===== src/pab_map.vh =====
// Register map and field constants for the two-port pin logic
`ifndef PAB_MAP_VH
`define PAB_MAP_VH
`define PAB_ADDR_W 4
`define PAB_OFS_A_OUT 4'h0
`define PAB_OFS_A_DIR 4'h1
`define PAB_OFS_A_PIN 4'h2
`define PAB_OFS_B_OUT 4'h3
`define PAB_OFS_B_DIR 4'h4
`define PAB_OFS_B_PIN 4'h5
`define PAB_OFS_CTRL 4'h6
`define PAB_OFS_SEL 4'h7
`define PAB_RST_BYTE 8'h00
`define PAB_ZERO_HI 24'h000000
`define PAB_ZERO_BYTE 8'h00
// Control register fields
`define PAB_C_TWO 0
`define PAB_C_THREE 1
`define PAB_C_POS 2
`define PAB_C_SIE 3
`define PAB_C_PIN_CHANGE_GROUP1_ENABLE 4
`define PAB_C_MASK8 5
`define PAB_C_ENA 6
`define PAB_C_ENB 7
// Pin-select fields: A at U,V,W,X bits 0..3, B at bits 4..7
`define PAB_S_AU 0
`define PAB_S_AV 1
`define PAB_S_AW 2
`define PAB_S_AX 3
`define PAB_S_BU 4
`define PAB_S_BV 5
`define PAB_S_BW 6
`define PAB_S_BX 7
`define PAB_B0 0
`define PAB_B1 1
`define PAB_B2 2
`define PAB_B3 3
`define PAB_B4 4
`define PAB_B5 5
`define PAB_B6 6
`define PAB_B7 7
`endif


===== src/pab_port_ab.v =====
// Two 8-bit ports with Port B alternate-function override logic
//
// Contract
// - Bit 0 carries timer1 compare A when position U select is set.
// - Three-wire data input leaves bit 0 control untouched; keep it input.
// - Bit 0 is the bidirectional two-wire data line in two-wire mode.
// - Bit 0 feeds pin-change source eight; input kept enabled when masked.
// - Bits 7..4 only take compare B or A output value when selected.
// - Two-wire bits 2,0: direction (hold/shift or port) and dir; drive low.
// - Per-pin override enables and values beat normal port registers.
// - Port A output data is 8-bit read/write, reset zero.
// - Port A direction is 8-bit read/write, reset zero (all inputs).
// - Port A input reads pin levels; writes are a special action.
// - Port B output data is 8-bit read/write, reset zero.
// - Port B direction is 8-bit read/write, reset zero.
// - Port B input reads pin levels; writes are a special action.
// - Three-wire data out on bit 1 overrides port bit when output; the code needs two-wire, three-wire and pos bits all set.
`timescale 1ns/10ps
`include "pab_map.vh"
module pab_port_ab (
    clk,
    srst,
    clkEn,
    avsAddress,
    avsRead,
    avsWrite,
    avsWriteData,
    avsByteEnable,
    avsReadData,
    avsWaitRequest,
    timer1CmpA,
    timer1CmpB,
    serialShiftOutBit,
    serialClockStretch,
    serialToggleEnable,
    portAIn,
    portAOut,
    portAOutEnN,
    portAPullUp,
    portBIn,
    portBOut,
    portBOutEnN,
    portBPullUp,
    portBToggle,
    portBInputEnable,
    serialDataIn,
    serialClockIn,
    pinChangeSourceEight
);
    input wire clk;
    input wire srst;
    input wire clkEn;
    input wire [`PAB_ADDR_W-1:0] avsAddress;
    input wire avsRead;
    input wire avsWrite;
    input wire [31:0] avsWriteData;
    input wire [3:0] avsByteEnable;
    output reg [31:0] avsReadData;
    output wire avsWaitRequest;
    input wire timer1CmpA;
    input wire timer1CmpB;
    input wire serialShiftOutBit;
    input wire serialClockStretch;
    input wire serialToggleEnable;
    input wire [7:0] portAIn;
    output wire [7:0] portAOut;
    output wire [7:0] portAOutEnN;
    output wire [7:0] portAPullUp;
    input wire [7:0] portBIn;
    output wire [7:0] portBOut;
    output wire [7:0] portBOutEnN;
    output wire [7:0] portBPullUp;
    output wire [7:0] portBToggle;
    output wire [7:0] portBInputEnable;
    output wire serialDataIn;
    output wire serialClockIn;
    output wire pinChangeSourceEight;

    reg [7:0] aOut_q;
    reg [7:0] aDir_q;
    reg [7:0] bOut_q;
    reg [7:0] bDir_q;
    reg [7:0] ctrl_q;
    reg [7:0] sel_q;
    reg ack_q;
    wire [7:0] aSync;
    wire [7:0] bSync;
    wire access;
    wire wrLane;

    // One wait cycle per access so read data come from a register
    assign access = (avsRead | avsWrite) & clkEn;
    assign avsWaitRequest = (avsRead | avsWrite) & ~ack_q;
    assign wrLane = avsWrite & avsByteEnable[0] & ~ack_q & clkEn;

    pab_pin_sync #(.W(8)) uSyncA (
        .clk(clk),
        .srst(srst),
        .clkEn(clkEn),
        .din(portAIn),
        .dout(aSync)
    );
    pab_pin_sync #(.W(8)) uSyncB (
        .clk(clk),
        .srst(srst),
        .clkEn(clkEn),
        .din(portBIn),
        .dout(bSync)
    );

    // Register file
    always @(posedge clk) begin
        if (srst) begin
            aOut_q <= `PAB_RST_BYTE;
            aDir_q <= `PAB_RST_BYTE;
            bOut_q <= `PAB_RST_BYTE;
            bDir_q <= `PAB_RST_BYTE;
            ctrl_q <= `PAB_RST_BYTE;
            sel_q <= `PAB_RST_BYTE;
            ack_q <= 1'b0;
            avsReadData <= 32'h00000000;
        end else if (clkEn) begin
            ack_q <= access & ~ack_q;
            if (wrLane) begin
                case (avsAddress)
                    `PAB_OFS_A_OUT: aOut_q <= avsWriteData[7:0];
                    `PAB_OFS_A_DIR: aDir_q <= avsWriteData[7:0];
                    // Input write toggles set bits only
                    `PAB_OFS_A_PIN: aOut_q <= aOut_q ^ avsWriteData[7:0];
                    `PAB_OFS_B_OUT: bOut_q <= avsWriteData[7:0];
                    `PAB_OFS_B_DIR: bDir_q <= avsWriteData[7:0];
                    `PAB_OFS_B_PIN: bOut_q <= bOut_q ^ avsWriteData[7:0];
                    `PAB_OFS_CTRL: ctrl_q <= avsWriteData[7:0];
                    `PAB_OFS_SEL: sel_q <= avsWriteData[7:0];
                    default: ;
                endcase
            end
            if (avsRead & ~ack_q) begin
                case (avsAddress)
                    `PAB_OFS_A_OUT: avsReadData <= {`PAB_ZERO_HI, aOut_q};
                    `PAB_OFS_A_DIR: avsReadData <= {`PAB_ZERO_HI, aDir_q};
                    `PAB_OFS_A_PIN: avsReadData <= {`PAB_ZERO_HI, aSync};
                    `PAB_OFS_B_OUT: avsReadData <= {`PAB_ZERO_HI, bOut_q};
                    `PAB_OFS_B_DIR: avsReadData <= {`PAB_ZERO_HI, bDir_q};
                    `PAB_OFS_B_PIN: avsReadData <= {`PAB_ZERO_HI, bSync};
                    `PAB_OFS_CTRL: avsReadData <= {`PAB_ZERO_HI, ctrl_q};
                    `PAB_OFS_SEL: avsReadData <= {`PAB_ZERO_HI, sel_q};
                    default: avsReadData <= 32'h00000000;
                endcase
            end
        end
    end

    // Port A has no alternate functions here
    assign portAOut = aOut_q;
    assign portAOutEnN = ~aDir_q;
    assign portAPullUp = aOut_q & ~aDir_q;

    // Control decode
    wire twoW = ctrl_q[`PAB_C_TWO];
    wire threeW = ctrl_q[`PAB_C_THREE];
    wire pos = ctrl_q[`PAB_C_POS];
    wire sie = ctrl_q[`PAB_C_SIE];
    wire pin_change_group1_enable = ctrl_q[`PAB_C_PIN_CHANGE_GROUP1_ENABLE];
    wire mask8 = ctrl_q[`PAB_C_MASK8];
    wire enA = ctrl_q[`PAB_C_ENA];
    wire enB = ctrl_q[`PAB_C_ENB];
    wire twoPos = twoW & pos;
    // Overrides kept literal, including the two-and-three-wire term on bit 1
    wire dataOutSel = twoW & threeW & pos;

    reg [7:0] direction_override_enable;
    reg [7:0] direction_override_value;
    reg [7:0] out_value_override_enable;
    reg [7:0] out_value_override_value;
    reg [7:0] toggle_override_enable;
    reg [7:0] input_enable_override_enable;
    reg [7:0] input_enable_override_value;
    always @* begin
        direction_override_enable = `PAB_ZERO_BYTE;
        direction_override_value = `PAB_ZERO_BYTE;
        out_value_override_enable = `PAB_ZERO_BYTE;
        out_value_override_value = `PAB_ZERO_BYTE;
        toggle_override_enable = `PAB_ZERO_BYTE;
        input_enable_override_enable = `PAB_ZERO_BYTE;
        input_enable_override_value = `PAB_ZERO_BYTE;
        // Bits 7..3: value only
        out_value_override_enable[`PAB_B7] = enB & sel_q[`PAB_S_BX];
        out_value_override_value[`PAB_B7] = timer1CmpB;
        out_value_override_enable[`PAB_B6] = enA & sel_q[`PAB_S_AX];
        out_value_override_value[`PAB_B6] = timer1CmpA;
        out_value_override_enable[`PAB_B5] = enB & sel_q[`PAB_S_BW];
        out_value_override_value[`PAB_B5] = timer1CmpB;
        out_value_override_enable[`PAB_B4] = enA & sel_q[`PAB_S_AW];
        out_value_override_value[`PAB_B4] = timer1CmpA;
        out_value_override_enable[`PAB_B3] = enB & sel_q[`PAB_S_BV];
        out_value_override_value[`PAB_B3] = timer1CmpB;
        // Bit 2: serial clock
        direction_override_enable[`PAB_B2] = twoPos;
        direction_override_value[`PAB_B2] = (serialClockStretch | bOut_q[`PAB_B2])
            & bDir_q[`PAB_B2];
        out_value_override_enable[`PAB_B2] = (twoPos & bDir_q[`PAB_B2])
            | (enA & sel_q[`PAB_S_AV]);
        out_value_override_value[`PAB_B2] = (twoPos & bDir_q[`PAB_B2]) ? 1'b0 : timer1CmpA;
        toggle_override_enable[`PAB_B2] = serialToggleEnable & pos;
        input_enable_override_enable[`PAB_B2] = sie & pos;
        input_enable_override_value[`PAB_B2] = sie & pos;
        // Bit 1: three-wire data out
        out_value_override_enable[`PAB_B1] = dataOutSel | (enB & sel_q[`PAB_S_BU]);
        out_value_override_value[`PAB_B1] = dataOutSel ? serialShiftOutBit : timer1CmpB;
        // Bit 0: compare A, serial data
        direction_override_enable[`PAB_B0] = twoPos;
        direction_override_value[`PAB_B0] = (serialShiftOutBit | bOut_q[`PAB_B0])
            & bDir_q[`PAB_B0];
        out_value_override_enable[`PAB_B0] = (twoPos & bDir_q[`PAB_B0])
            | (enA & sel_q[`PAB_S_AU]);
        out_value_override_value[`PAB_B0] = (twoPos & bDir_q[`PAB_B0]) ? 1'b0 : timer1CmpA;
        input_enable_override_enable[`PAB_B0] = (sie & pos) | (pin_change_group1_enable & mask8);
        input_enable_override_value[`PAB_B0] = (sie & pos) | (pin_change_group1_enable & mask8);
    end

    // Combine overrides with the normal port settings
    wire [7:0] effDir = (direction_override_enable & direction_override_value) | (~direction_override_enable & bDir_q);
    wire [7:0] effOut = (out_value_override_enable & out_value_override_value) | (~out_value_override_enable & bOut_q);
    // No pull-up override on any bit; pull-up only on an input
    assign portBPullUp = bOut_q & ~effDir;
    assign portBOut = effOut;
    assign portBOutEnN = ~effDir;
    assign portBToggle = toggle_override_enable;
    // Digital input enabled by default unless overridden
    assign portBInputEnable = (input_enable_override_enable & input_enable_override_value) | ~input_enable_override_enable;
    // Three-wire input does not touch port control; software keeps bit 0 in
    assign serialDataIn = bSync[`PAB_B0];
    assign serialClockIn = bSync[`PAB_B2];
    assign pinChangeSourceEight = bSync[`PAB_B0];
endmodule // pab_port_ab


===== src/pab_pin_sync.v =====
// Three-stage input synchroniser with agreement check
`timescale 1ns/10ps
module pab_pin_sync (
    clk,
    srst,
    clkEn,
    din,
    dout
);
    parameter W = 8;
    input wire clk;
    input wire srst;
    input wire clkEn;
    input wire [W-1:0] din;
    output reg [W-1:0] dout;
    reg [W-1:0] s1_q;
    reg [W-1:0] s2_q;
    reg [W-1:0] s3_q;
    integer i;
    always @(posedge clk) begin
        if (srst) begin
            s1_q <= {W{1'b0}};
            s2_q <= {W{1'b0}};
            s3_q <= {W{1'b0}};
            dout <= {W{1'b0}};
        end else if (clkEn) begin
            s1_q <= din;
            s2_q <= s1_q;
            s3_q <= s2_q;
            // Change counts only once stages two and three agree
            for (i = 0; i < W; i = i + 1) begin
                if (s2_q[i] == s3_q[i]) begin
                    dout[i] <= s3_q[i];
                end
            end
        end
    end
endmodule // pab_pin_sync


===== config.mk =====
export PLATFORM = sky130hd
export DESIGN_NAME = pab_port_ab
export DESIGN_NICKNAME = d
export VERILOG_FILES = /design/src/pab_port_ab.v /design/src/pab_pin_sync.v
export VERILOG_INCLUDE_DIRS = /design/src
export SDC_FILE = /design/constraint.sdc
export NUM_CORES = 1
export LEC_CHECK = 0
export CORE_MARGIN = 3
export CORE_UTILIZATION = 45
export CTS_CLUSTER_SIZE = 24
export DETAILED_ROUTE_END_ITERATION = 16
export DONT_BUFFER_PORTS = 1
export HOLD_SLACK_MARGIN = 0.02
export REMOVE_ABC_BUFFERS = 1
export SLEW_MARGIN = 25
export SYNTH_ARGS = -nofsm -noshare
export SYNTH_HDL_FRONTEND = slang
export SYNTH_SLANG_ARGS = --single-unit

===== constraint.sdc =====
create_clock -name clk -period 3 [get_ports clk]
set_input_delay 0.75 -clock clk [delete_from_list [all_inputs] [get_ports clk]]
set_output_delay 0.75 -clock clk [all_outputs]
set_load 0.02 [all_outputs]

==> results of run 1 <==
Yosys cell counts, types with 3 or more instances:
cell type	instances
a21o_1	16
a21oi_1	41
a31oi_1	3
buf_2	12
buf_4	42
clkbuf_1	31
dfxtp_1	121
inv_1	18
mux2_2	5
mux2i_1	100
mux4_2	8
nand2_1	41
nand3_1	10
nor2_1	102
nor2b_1	25
nor3_1	8
o21ai_0	47
o22ai_1	8
power by group:
| part | leakage, uW | internal (uW) | switching, uW | total (uW) |
|---|---|---|---|---|
| Sequential | 0.000980 | 1640 | 22.2 | 1660 |
| Clock | 0.000297 | 1360 | 701 | 2060 |
| Combinational | 0.00149 | 62.0 | 104 | 166 |
| Total | 0.00276 | 3060 | 828 | 3890 |
worst min path at each step:
stage / to
after floorplan: uSyncA.dout[7]
after detailed placement: uSyncB.dout[3]
after global routing: uSyncA.s2_q[3]
final: uSyncA.s1_q[3]
after CTS: uSyncA.s1_q[3]
after global placement: uSyncB.dout[2]
per-stage QoR:
step / instance area (sq um) / hold WS (ns) / utilization
floorplan: 5450 / 0.430 / -
global placement: 5710 / 0.435 / 0.464
detailed placement: 5710 / 0.445 / 0.464
CTS: 6310 / 0.399 / 0.513
global route: 6310 / 0.394 / 0.513
finish: 6310 / 0.407 / 0.513
cell families after synthesis:
kind of cell | after synthesis
multiplexers | 113
XOR/XNOR | 1
buffers and inverters | 106
flip-flops | 121
other | 2
AO/OA/AOI/OAI | 118
AND/OR/NAND/NOR | 201
final cells by class:
| class | count | share of cell area |
|---|---|---|
| flip-flops and latches | 121 | 0.384 |
| inverters | 18 | 0.0107 |
| clock buffers | 23 | 0.0757 |
| clock inverters | 8 | 0.0188 |
| repair buffers | 7 | 0.00833 |
| multi-input cells | 472 | 0.469 |
| well taps | 168 | 0.0333 |
cells in the final DEF, fill, tap and decap left out, types with 2 or more instances in the layout:
cell	count
a21o_1	16
a21oi_1	41
a31oi_1	3
buf_4	7
bufinv_16	3
clkbuf_1	3
clkbuf_16	17
clkbuf_8	3
clkinv_2	4
conb_1	39
dfxtp_1	121
inv_1	18
mux2_2	5
mux2i_1	100
mux4_2	8
nand2_1	41
nand3_1	10
nand4_1	2
nor2_1	102
nor2b_1	25
nor3_1	8
o21ai_0	47
o22ai_1	8
o31ai_1	2
or4_1	2
state kept, by name (all words and copies together), names as in the netlist:
| signal | cells |
|---|---|
| sel_q | 8 |
| uSyncB.dout | 8 |
| ack_q | 1 |
| uSyncA.s2_q | 8 |
| uSyncB.s1_q | 8 |
| uSyncB.s3_q | 8 |
| bDir_q | 8 |
| uSyncA.s3_q | 8 |
| uSyncA.s1_q | 8 |
| uSyncA.dout | 8 |
| uSyncB.s2_q | 8 |
| portAOut | 8 |
| ctrl_q | 8 |
| aDir_q | 8 |
| bOut_q | 8 |
| avsReadData | 8 |
routing by layer:
layer	GRT usage	vias to the layer above	routed length (um)
met1	0.252	2177	6420
met5	0	-	0
met4	0.0780	0	320
met2	0.339	160	7070
li1	-	2119	-
met3	0.0674	24	991
worst max-delay path, delay by kind of cell, from the launching register on:
family / cells / cell delay (ns)
simple gates: 1 / 0.11
flops: 1 / 0.46
compound gates: 1 / 0.45
mux: 1 / 0.18
==> impl_results.md, run 1 <==
- Top cell type's share of synthesized area: 0.416
- First-pass GRT wire length: 23,100 um
- Initial Utilization: 0.473
- Worst reg2reg startpoint: ack_q
- TritonCTS clock tree: yes
- Leak: 0.00276 uW
- Antenna diodes: 0
- Final hold violation count: 0
- Die area: 14,300 sq um
- CP endpoint: portBOut[1]
- Length of the first detailed-routing pass in iterations: 5
- GRT Util Overall: 0.206
- Worst Setup Slack post-DPL: 0.581 ns
- Postcts setup bufs: 0
- Final Non-Filler Cells: 817
- R2r setup slk: 0.93 ns
- Tcrit/Tclk final: 0.786
- Final setup fails: 0
- Placed cells: 786
- Vias in the first global route: 4,333
- Sequential element share of the synthesized area: 0.416
- 1st-iter DRT viols: 344
- P&R area growth vs syn: 8.38%
- Worst-path maximum fanout: 6
- Clk sink count: 121
- Power, Total: 3890 uW
- Hold_buf cts: 0
- Startpoint Class: register
- CTS Buf Count: 17
- CTS root buffer: clkbuf_16
- Synth Area in Compound Gates: 0.112
- HP Class: in2reg
- Core box area: 12,300 sq um
- Data required, critical path: 2.25 ns
- DP Wirelength: 9650 um
- Most area-hungry cell type in the Yosys netlist: dfxtp_1
- RSZ-0062 raised after global routing: no
- WL/cell: 18.1 um
- Peak supply drop: 0.000496 V
- Cell Area, Synth: 5820 sq um
- Std cell rows: 40
- Max_slew headroom: 0.516
- Critical path class: reg2out
- Reg area: 2420 sq um
- Mux share of post-synthesis cell area: 0.213
- Post-cts repair resize count: 0
- Area share of and/or/nand/nor cells after synthesis: 0.158
- Total Nets Final: 703
- Synth Flop Type: dfxtp_1
- Largest cells by area after synthesis: dfxtp_1 (42%), mux2i_1 (17%), nor2_1 (6.6%)
- Max Root-Sink Buffers: 2
- Worst-case reg-to-reg path depth: 4
- Cell variety after synth: 37
- #FFs+latches synth: 121
- H-Tree Depth: 4
- Pin count of the biggest net entering global routing: 116
- Ys Warns: 0
- Worst path slowest cell: dfxtp_1
- Placer Congestion: 0.827
- Setup Skew: 0.00533 ns
- Final setup margin: 0.641 ns
- GRT overflow: 0
- Slew @ Worst Pin: 0.720 ns
- Drt drc: 0
- Die Span Y: 120 um
- Max incr delay on CP: 0.46 ns
- Minimum clock period: 2.36 ns
- CP cell instances: nand2_1 -> mux2i_1 -> a21oi_1
- CP Capture Type: output port
- Fill count: 1,162
- Skew-Pair Late Insertion Delay: 0.41 ns
- Synthesized instance count: 662
- Vias/cell: 5.48
- Max-cap violations: 0
- Die Width: 120 um
- Initial antenna violation count: 0
- Final slew viol count: 0
- Clock transition at path regs: 0.05 ns
- Share of post-route cells with drive strength above 1: 0.0786
- Worst r2r dst: bDir_q[5]
- Post-Synth Adder-Cell Area: 0
- CP Launch Point: ctrl_q[7]
- Number of enable flip-flop cells after synthesis: 0
- Footprint of the multi-input gates: 2960 sq um
- PD cells: 616 nW/um^2
- Post-Synth XOR/XNOR Area: 0.00150
- Boundary pin count: 166
- Fin Setup TNS: 0 ns
- Number of port buffers: 0
- Worst path arrival time: 1.61 ns
- F_max: 424 MHz
- Hold path cells: 1
- Routed wire length: 14,800 um
- Synthesized area per cell: 8.79 sq um
- Main combinational cell family by area after synthesis: multiplexers
- Worst Hold Launch: srst
- Via count: 4,480
- Ys async rst share: 0
- Outcome: finished, final reports clean
- ANT nets after route: 0
Note: power is estimated with default switching activity, not from simulation.
==> run 2: changes to the inputs <==
==> constraint.sdc (replaced) <==
create_clock -name clk -period 2.2 [get_ports clk]
set_input_delay 0.55 -clock clk [delete_from_list [all_inputs] [get_ports clk]]
set_output_delay 0.55 -clock clk [all_outputs]
set_load 0.02 [all_outputs]
==> run 2 against run 1 <==
  * Clock skew rose by 0.0029 ns
  * Routed wire length fell by 1.1%
  * Critical path depth did not move
  * Largest power group unchanged
==> impl_results.md, run 2 (synthesis gave the netlist of run 1 again) <==
- Outcome: finished, final reports clean
- Core box area: 12,300 sq um
- Slew @ Worst Pin: 0.638 ns
- Final hold violation count: 0
- Startpoint Class: register
- PD cells: 797 nW/um^2
- Worst reg2reg startpoint: ack_q
- Length of the first detailed-routing pass in iterations: 5
- Worst-path maximum fanout: 6
- Vias/cell: 5.48
- Fill count: 1,159
- Placed cells: 795
- Fin Setup TNS: 0 ns
- DP Wirelength: 9670 um
- CTS Buf Count: 17
- Setup Skew: 0.00821 ns
- RSZ-0062 raised after global routing: no
- Peak supply drop: 0.000539 V
- Placer Congestion: 0.808
- CTS root buffer: clkbuf_16
- Die Width: 120 um
- Final slew viol count: 0
- Final setup fails: 0
- 1st-iter DRT viols: 339
- Initial antenna violation count: 0
- TritonCTS clock tree: yes
- ANT nets after route: 0
- Tcrit/Tclk final: 0.982
- P&R area growth vs syn: 8.77%
- CP Capture Type: output port
- Reg area: 2420 sq um
- Via count: 4,518
- Worst-case reg-to-reg path depth: 4
- Number of port buffers: 0
- Buf+Inv Stages, Crit Path: 0
- R2r setup slk: 0.26 ns
- HP Class: in2reg
- CP cell instances: nand2_1 -> mux2i_1 -> a21oi_1
- Vias in the first global route: 4,287
- Data required, critical path: 1.65 ns
- Max incr delay on CP: 0.46 ns
- Die area: 14,300 sq um
- Max Root-Sink Buffers: 2
- CP top delay family: flip-flops
- Worst path arrival time: 1.61 ns
- CP Launch Point: ctrl_q[7]
- First-pass GRT wire length: 22,800 um
- Number of cells on the critical path: 3
- H-Tree Depth: 4
- Max-cap violations: 0
- Total Nets Final: 712
- CP endpoint: portBOut[1]
- Std cell rows: 40
- GRT Util Overall: 0.206
- Share of post-route cells with drive strength above 1: 0.0884
- WL/cell: 17.8 um
- GRT overflow: 0
- Antenna diodes: 0
- Leak: 0.00278 uW
- Boundary pin count: 166
- F_max: 463 MHz
- Commonest non-fill, non-tap cell in the layout: dfxtp_1
- Clock transition at path regs: 0.05 ns
- Footprint of the multi-input gates: 2970 sq um
- Final Non-Filler Cells: 824
- Minimum clock period: 2.16 ns
- Routed wire length: 14,600 um
- Drt drc: 0
- Clk sink count: 121
- Worst r2r dst: sel_q[6]
- Pin count of the biggest net entering global routing: 116
- Die Span Y: 120 um
- Initial Utilization: 0.473
- Commonest non-fill, non-tap cells in the layout: dfxtp_1 (121), nor2_1 (102), mux2i_1 (100)
- Max_slew headroom: 0.574
- Skew-Pair Late Insertion Delay: 0.42 ns
- Worst path slowest cell: dfxtp_1
- Critical path class: reg2out
==> run 2: changes by cell type in the layout (fill, tap and decap cells not counted) <==
cell,delta
clkbuf_8,+1
buf_4,+9
clkbuf_1,+2
a31oi_2,+2
a31oi_1,-2
bufinv_16,-2
clkinv_2,-2
clkinv_4,-1
==> run 2: cell type report <==
type,instances,area share
clock buffer,26,0.0788
clock inverter,3,0.00632
inverter,18,0.0107
multi-input combinational,472,0.469
sequential,121,0.383
tap,168,0.0332
timing repair buffer,16,0.0190
==> run 2: layer usage <==
metal	track usage	up-vias	part of all wire
met2	0.339	174	0.48
li1	-	2145	-
met4	0.0737	0	0.012
met5	0	-	0
met3	0.0674	17	0.082
met1	0.252	2182	0.42
==> run 2: worst min-delay path by stage <==
| stage | startpoint | to | depth (start not counted) |
|---|---|---|---|
| after CTS | srst | uSyncA.s1_q[3] | 1 |
| after global routing | srst | uSyncA.s1_q[6] | 1 |
| final | srst | uSyncA.s1_q[3] | 1 |
| after global placement | uSyncB.s3_q[3] | uSyncB.dout[3] | 2 |
| after detailed placement | uSyncB.s3_q[3] | uSyncB.dout[3] | 2 |
| after floorplan | uSyncA.s3_q[7] | uSyncA.dout[7] | 2 |
==> run 2: worst reg2reg max path, cell delays in order, from the launching register on <==
cell and delay (ns):
dfxtp_1 0.34, nand4b_2 0.33, or4_1 0.85, mux2i_1 0.26, nor2_1 0.05
==> run 2: stage by stage <==
stage | utilization | area (sq um) | hold WS [ns] | total power (uW) | setup slack (ns)
6_report | 0.514 | 6330 | 0.202 | 5040 | 0.0385
5_1_grt | 0.514 | 6330 | 0.180 | 5210 | 0.00293
4_1_cts | 0.513 | 6320 | 0.194 | 5080 | 0.0459
3_5_place_dp | 0.470 | 5780 | 0.445 | 2540 | 0.138
3_3_place_gp | 0.470 | 5780 | 0.435 | 2530 | 0.142
2_1_floorplan | - | 5450 | 0.430 | 2490 | 0.322
==> run 2: repair_timing <==
action                                  4_1_cts  5_1_grt
endpoints found under the setup margin        0        2
resized for setup                             0        2
endpoints found under the hold margin         0        0
hold buffers                                  0        0
setup buffers                                 0        0
==> run 2: power breakdown <==
part / total (uW) / internal, uW / switching [uW]
Clock: 2550 / 1650 / 905
Sequential: 2260 / 2230 / 29.3
Combinational: 231 / 87.1 / 143
Total: 5040 / 3970 / 1080
